`src/rtl/memory_map_address_decoder_map.vh`:
```
`ifndef MEMORY_MAP_ADDRESS_DECODER_MAP_VH
`define MEMORY_MAP_ADDRESS_DECODER_MAP_VH

// Region bounds of the memory map
`define ROM_SMALL_LO    16'h2800
`define ROM_LARGE_LO    16'h2000
`define ROM_HI          16'h3FFF
`define SPECIAL_LO      16'h3F00
`define VECTOR_LO       16'h3FF4
`define ZERO_PAGE_HI    16'h00FF
`define RAM0_HI         16'h007F
`define RAM1_LO         16'h0100
`define RAM1_SMALL_HI   16'h013F
`define RAM1_LARGE_HI   16'h017F
`define STACK_LO        16'h0000
`define STACK_HI        16'h007F

// Region codes reported on regionCode
`define REG_NONE        3'h0
`define REG_RAM         3'h1
`define REG_IO          3'h2
`define REG_ROM         3'h3
`define REG_SPECIAL     3'h4
`define REG_VECTOR      3'h5

// Undefined read value for unmapped addresses
`define OPEN_BUS_DATA   8'hFF

// Read data register value while reset is low
`define READ_DATA_RST   8'h00

// Minimum reset low time in ns and in 25 ns clock cycles (rounded up)
`define RESET_MIN_NS    2000
`define CLK_PERIOD_NS   25
`define RESET_MIN_CYC   ((`RESET_MIN_NS + `CLK_PERIOD_NS - 1) / `CLK_PERIOD_NS)

`endif

```
`src/rtl/memory_map_address_decoder.v`:
```
`timescale 1ns/1ps
`include "memory_map_address_decoder_map.vh"

// Overview of operation
// Small variant: ROM at 2800-3FFF
// Large variant: ROM at 2000-3FFF
// Special subroutine page at 3F00-3FFF
// Reset and interrupt vectors at 3FF4-3FFF
// Zero page covers 0000-00FF
// Small variant RAM: 0000-007F, 0100-013F
// Large variant RAM: 0000-007F, 0100-017F
// Stack only in zero-page RAM; outside it stackFault blocks the RAM write but not ioWriteEn
// Peripheral registers in zero page, outside RAM
// Reset held low over two microseconds
// ROM writes ignored; unmapped reads stable
module memory_map_address_decoder
(
  // Clock and reset
  input  wire        ref_clk,
  input  wire        rstn,
  // Variant strap: 0 small, 1 large
  input  wire        largeVariant,
  // CPU access
  input  wire [15:0] cpuAddr,
  input  wire        cpuRead,
  input  wire        cpuWrite,
  input  wire        stackAccess,
  // Data returned by memories
  input  wire [7:0]  romData,
  input  wire [7:0]  ramData,
  input  wire [7:0]  ioData,
  // Selects, combinational
  output wire        romSel,
  output wire        ramSel,
  output wire        ramWriteEn,
  output wire        ioSel,
  output wire        ioWriteEn,
  // Status
  output wire        specialPage,
  output wire        vectorFetch,
  output wire        zeroPage,
  output wire        stackFault,
  output wire        resetValid,
  // Registered results
  output wire [2:0]  regionCode,
  output wire [7:0]  readData
);

  // Classifier hits
  wire       romHit;
  wire       specialHit;
  wire       vectorHit;
  wire       zeroPageHit;
  wire       ramHit;
  wire       stackHit;
  wire       ioHit;
  // Any read or write
  wire       access;
  // Strap and reset length
  reg        largeVar_ff;
  reg  [6:0] rstCount_ff;
  reg  [6:0] nxt_rstCount;
  reg        resetValid_ff;
  // Registered results and their next values
  reg  [2:0] regionCode_ff;
  reg  [2:0] nxt_regionCode;
  reg  [7:0] readData_ff;
  reg  [7:0] nxt_readData;

  // Classify against the variant latched at reset release. The classifier
  // is purely combinational, so the selects settle in the access cycle.
  region_classify uClassify
  (
    .largeVariant (largeVar_ff),
    .addr         (cpuAddr),
    .romHit       (romHit),
    .specialHit   (specialHit),
    .vectorHit    (vectorHit),
    .zeroPageHit  (zeroPageHit),
    .ramHit       (ramHit),
    .stackHit     (stackHit),
    .ioHit        (ioHit)
  );

  // A cycle is an access when either strobe is up
  assign access = cpuRead || cpuWrite;

  // Strobes, combinational so the memories see them in the access cycle.
  // ROM has no write path at all: a write to ROM space selects nothing.
  assign romSel      = romHit && cpuRead;
  assign ramSel      = ramHit && access;
  assign ramWriteEn  = ramHit && cpuWrite && !stackFault;
  assign ioSel       = ioHit && access;
  assign ioWriteEn   = ioHit && cpuWrite;
  assign specialPage = specialHit;
  assign vectorFetch = vectorHit && cpuRead;
  assign zeroPage    = zeroPageHit;
  // Stack traffic outside zero-page RAM is flagged and its RAM write blocked (ioWriteEn is not gated);
  // page one holds program data, and a stray push there would corrupt it
  assign stackFault  = stackAccess && access && !stackHit;
  // Registered results go straight to the ports
  assign resetValid  = resetValid_ff;
  assign regionCode  = regionCode_ff;
  assign readData    = readData_ff;

  // Strap sampled while reset is low so it is stable after release.
  // A strap change in run time is ignored until the next reset, so the
  // map never shifts under code that is already executing.
  always @(posedge ref_clk)
  begin
    if (!rstn)
      largeVar_ff <= largeVariant;
  end

  // Count reset low time; short glitches never mark a valid reset.
  // The count is cleared only while rstn is high, so after power-up it is
  // unknown until the first release; resetValid is trustworthy only once
  // a release has been followed by a reset that is long enough.
  // The count saturates, so a very long reset cannot wrap it to zero.
  always @*
  begin
    nxt_rstCount = rstCount_ff;
    if (rstCount_ff != 7'h7F)
      nxt_rstCount = rstCount_ff + 7'h01;
  end

  // Count while reset is low, clear once it is released. The flag is
  // sticky: it records that one long enough reset has been seen, and a
  // later short glitch does not take it back.
  always @(posedge ref_clk)
  begin
    if (!rstn)
    begin
      rstCount_ff <= nxt_rstCount;
      if (nxt_rstCount >= `RESET_MIN_CYC)
        resetValid_ff <= 1'b1;
    end
    else
    begin
      rstCount_ff <= 7'h00;
    end
  end

  // Priority encoder for the region code. The vector area lies inside the
  // special page and that page inside ROM, so the narrowest region wins.
  function [2:0] regionOf;
    input vecIn;
    input spcIn;
    input romIn;
    input ramIn;
    input ioIn;
    begin
      regionOf = `REG_NONE;
      if (vecIn)
        regionOf = `REG_VECTOR;
      else if (spcIn)
        regionOf = `REG_SPECIAL;
      else if (romIn)
        regionOf = `REG_ROM;
      else if (ramIn)
        regionOf = `REG_RAM;
      else if (ioIn)
        regionOf = `REG_IO;
    end
  endfunction

  // Read source select; holes give one fixed value, so unmapped reads
  // are stable and touch no memory
  function [7:0] readOf;
    input       romIn;
    input       ramIn;
    input       ioIn;
    input [7:0] romByte;
    input [7:0] ramByte;
    input [7:0] ioByte;
    begin
      if (romIn)
        readOf = romByte;
      else if (ramIn)
        readOf = ramByte;
      else if (ioIn)
        readOf = ioByte;
      else
        readOf = `OPEN_BUS_DATA;
    end
  endfunction

  // Region code follows the address every cycle, strobes or not, so it
  // also shows where an idle bus points
  always @*
  begin
    nxt_regionCode = regionOf(vectorHit, specialHit, romHit, ramHit, ioHit);
  end

  // Read data moves only on a read; writes and idle cycles hold it, so a
  // write never disturbs what the CPU last read
  always @*
  begin
    nxt_readData = readData_ff;
    if (cpuRead)
      nxt_readData = readOf(romHit, ramHit, ioHit, romData, ramData, ioData);
  end

  // Region code register
  always @(posedge ref_clk)
  begin
    if (!rstn)
      regionCode_ff <= `REG_NONE;
    else
      regionCode_ff <= nxt_regionCode;
  end

  // Read data register
  always @(posedge ref_clk)
  begin
    if (!rstn)
      readData_ff <= `READ_DATA_RST;
    else
      readData_ff <= nxt_readData;
  end

endmodule

```
`src/rtl/region_classify.v`:
```
`timescale 1ns/1ps
`include "memory_map_address_decoder_map.vh"

// Pure combinational classification of one address
module region_classify
(
  // Variant and address
  input  wire        largeVariant,
  input  wire [15:0] addr,
  // Region hits
  output wire        romHit,
  output wire        specialHit,
  output wire        vectorHit,
  output wire        zeroPageHit,
  output wire        ramHit,
  output wire        stackHit,
  output wire        ioHit
);

  wire [15:0] romLo;
  wire [15:0] ram1Hi;

  // Variant picks ROM base and page-one RAM top
  assign romLo  = largeVariant ? `ROM_LARGE_LO : `ROM_SMALL_LO;
  assign ram1Hi = largeVariant ? `RAM1_LARGE_HI : `RAM1_SMALL_HI;

  assign romHit      = (addr >= romLo) && (addr <= `ROM_HI);
  assign specialHit  = (addr >= `SPECIAL_LO) && (addr <= `ROM_HI);
  assign vectorHit   = (addr >= `VECTOR_LO) && (addr <= `ROM_HI);
  assign zeroPageHit = (addr <= `ZERO_PAGE_HI);
  assign ramHit      = (addr <= `RAM0_HI) ||
                       ((addr >= `RAM1_LO) && (addr <= ram1Hi));
  // Stack window starts at address zero, so only its top bound is compared
  assign stackHit    = (addr <= `STACK_HI);
  // Peripheral registers live in zero page above the RAM
  assign ioHit       = zeroPageHit && !(addr <= `RAM0_HI);

endmodule

```
`config.mk`:
```
export PLATFORM = sky130hd
export DESIGN_NAME = memory_map_address_decoder
export DESIGN_NICKNAME = d
export VERILOG_FILES = /design/src/rtl/memory_map_address_decoder.v /design/src/rtl/region_classify.v
export VERILOG_INCLUDE_DIRS = /design/src /design/src/rtl
export SDC_FILE = /design/constraint.sdc
export NUM_CORES = 1
export LEC_CHECK = 0
export BUFFER_PORTS_ARGS = -buffer_cell sky130_fd_sc_hd__buf_4
export CORE_MARGIN = 5
export CORE_UTILIZATION = 35
export DETAILED_ROUTE_END_ITERATION = 8
export MAX_ROUTING_LAYER = met4
export PLACE_DENSITY = 0.81
export SYNTH_ARGS = -nofsm -noshare
export SYNTH_HDL_FRONTEND = slang
export SYNTH_SLANG_ARGS = --single-unit
```
`constraint.sdc`:
```
create_clock -name ref_clk -period 4.2 [get_ports ref_clk]
set_input_delay 0.21 -clock ref_clk [delete_from_list [all_inputs] [get_ports ref_clk]]
set_output_delay 0.21 -clock ref_clk [all_outputs]
set_load 0.1 [all_outputs]
```
==> results.cfg <==
[sta]
period_minus_slack_ns = 2.15
clock.fmax_ghz = 0.466
finalHoldViolCount = 0
whs_ns = 0.112
final-setup-viol-count = 0
fin_setup_tns_ns = 0
fin_ws_ns = 2.05
grt_setup_unrepaired = false
drv_slew = 0
skew_ns = 0.00326
worst_slew_pin_slew_ns = 0.524
slew_headroom_pct = 64.9
fin_crit_sh_pct = 51.1

[synthesis]
ys.flop_type = dfxtp_1
synth_cells = 99
async_reset_ff_share_pct = 0
ys_warn_count = 0
ys_ff_latch = 12
yosysUniqueCellTypes = 38
synth_enable_flop_cells = 1
syn-mean-instance-area_um2 = 8.56
seq_area_frac_synth_pct = 29.5
syn_area_um2 = 847
syn_nets = 147

[routing]
ant_nets = 0
drt_wl_total_um = 2960
vias_per_cell = 5.42
drt-initial-drc-count = 49
drc = 0
routedWlPerCell_um = 15.4
via_count = 1046
firstDrtPassIters = 4

[worst_setup_path]
worstRegToRegCells = 6
cp.buffers_inverters = 2
reg2reg_slack_ns = 2.43
max_stage_delay_ns = 0.32
cp.arrival_ns = 1.94
cp_max_fo = 3
critPathLaunchType = flip-flop
path_depth = 6
cp.required_ns = 3.99
crit_slowest_cell = edfxtp_1
criticalPathCategory = flip-flop to output port
endpoint_kind = output port
path_cells = inv_1, ha_1, nor4b_4, a41o_2, and3_1, buf_4
crit_family = simple AND/OR/NAND/NOR gates

[final_layout]
nets = 214
fin_cells = 193
layout_commonest_cell = buf_4
multi_input_area_um2 = 526
fillCellCount = 204
post-route-util_pct = 60.9
layout_common_cells = 65 x buf_4, 13 x inv_1, 12 x nand2_1, 11 x dfxtp_1
num_antenna_cells = 0
syn2layout_area_growth_pct = 62.2
drive_above_1_share_pct = 46.7
seq_area_um2 = 250
design_area_mm2 = 0.00137

[clocking]
clk_pin_slew_worst_paths_ns = 0.07
cts_sinks = 12
postCtsSetupBuffers = 0
cts_buffers = 3
cts-root-buf = clkbuf_4
tritoncts = yes
cts-htree-levels = 1
hold_buffers = 0
cts_max_path_buffers = 2
cts.repair.resized = 0
clk-insertion-delay-late_ns = 0.27

[place]
dpl.cell_count = 189
place_congestion = 0.849
post-place-ws_ns = 2.38
placed_cell_area_mm2 = 0.00135
hpwl_um = 2470
io_buffers = 65

[die]
initial_core_util_pct = 37.6
ioPinCount = 67
die-area_mm2 = 0.00350
die_x_um = 59.2
die_h_um = 59.2
fp.coreArea_mm2 = 0.00225
num_rows = 17

[global_route]
grt_max_degree = 12
grt.total_usage_pct = 17.6
grt_pass1_vias = 1021
antenna_found_initial = 0
grt_pass1_wl_um = 4690
overflow = 0

[run_status]
outcome = finished clean

[hold_path]
worstHoldPathCells = 1
hold_path_class = input port to flip-flop

[run]
cap_violations = 0

[power]
pwr_density_cell_mw_per_mm2 = 257
power_uw = 353
p_leak_nw = 0.668
ir_worst_vdd_v = 0.000199
## per-layer routing
metal	track usage, %	wire (µm)
met5	-	0
met4	3.24	33
met3	5.88	315
met2	27.9	1510
met1	21.7	1100
## Yosys cell counts (2+ instances only)
cell | count | area (µm²)
inv_1 | 13 | 48.8
nand2_1 | 12 | 45.0
dfxtp_1 | 11 | 220
o221ai_1 | 8 | 70.1
o32ai_1 | 8 | 70.1
nor2_1 | 7 | 26.3
nor4_1 | 4 | 25.0
and3_1 | 3 | 18.8
ha_1 | 2 | 25.0
nand3_1 | 2 | 10.0
nor3_1 | 2 | 10.0
## cell type report
| class | instances | area share (%) |
|---|---|---|
| multi-input cells | 71 | 38.3 |
| repair buffers | 65 | 35.5 |
| flip-flops and latches | 12 | 18.2 |
| inverters | 13 | 3.55 |
| well taps | 28 | 2.55 |
| clock buffers | 4 | 1.91 |
## state kept, by name, indices dropped and copies added (netlist names)
| register | cells |
|---|---|
| regionCode | 3 |
| readData | 8 |
| largeVar_ff | 1 |
## where the power goes
part | switching, mW | internal [mW]
sequential | 0.00387 | 0.124
clock | 0.0376 | 0.0368
combinational | 0.100 | 0.0507
## kinds of logic (layout without fill, tap and decap cells)
group                    after synthesis  after routing  synth area share, %
buffers and inverters                 16             82                 8.42
other                                  1              1                0.443
AO/OA/AOI/OAI                         27             27                 26.6
AND/OR/NAND/NOR                       41             41                 32.1
flip-flops                            12             12                 29.5
adder cells (fa/ha/maj)                2              2                 2.95
## path summary, 6_finish.rpt
kind	startpoint	endpoint
worst min-delay path	largeVariant	largeVar_ff
worst max-delay path	largeVar_ff	romSel
worst max register to register	largeVar_ff	readData[6]
worst min register to register	readData[2]	readData[2]
Note: power is estimated with default switching activity, not from simulation.
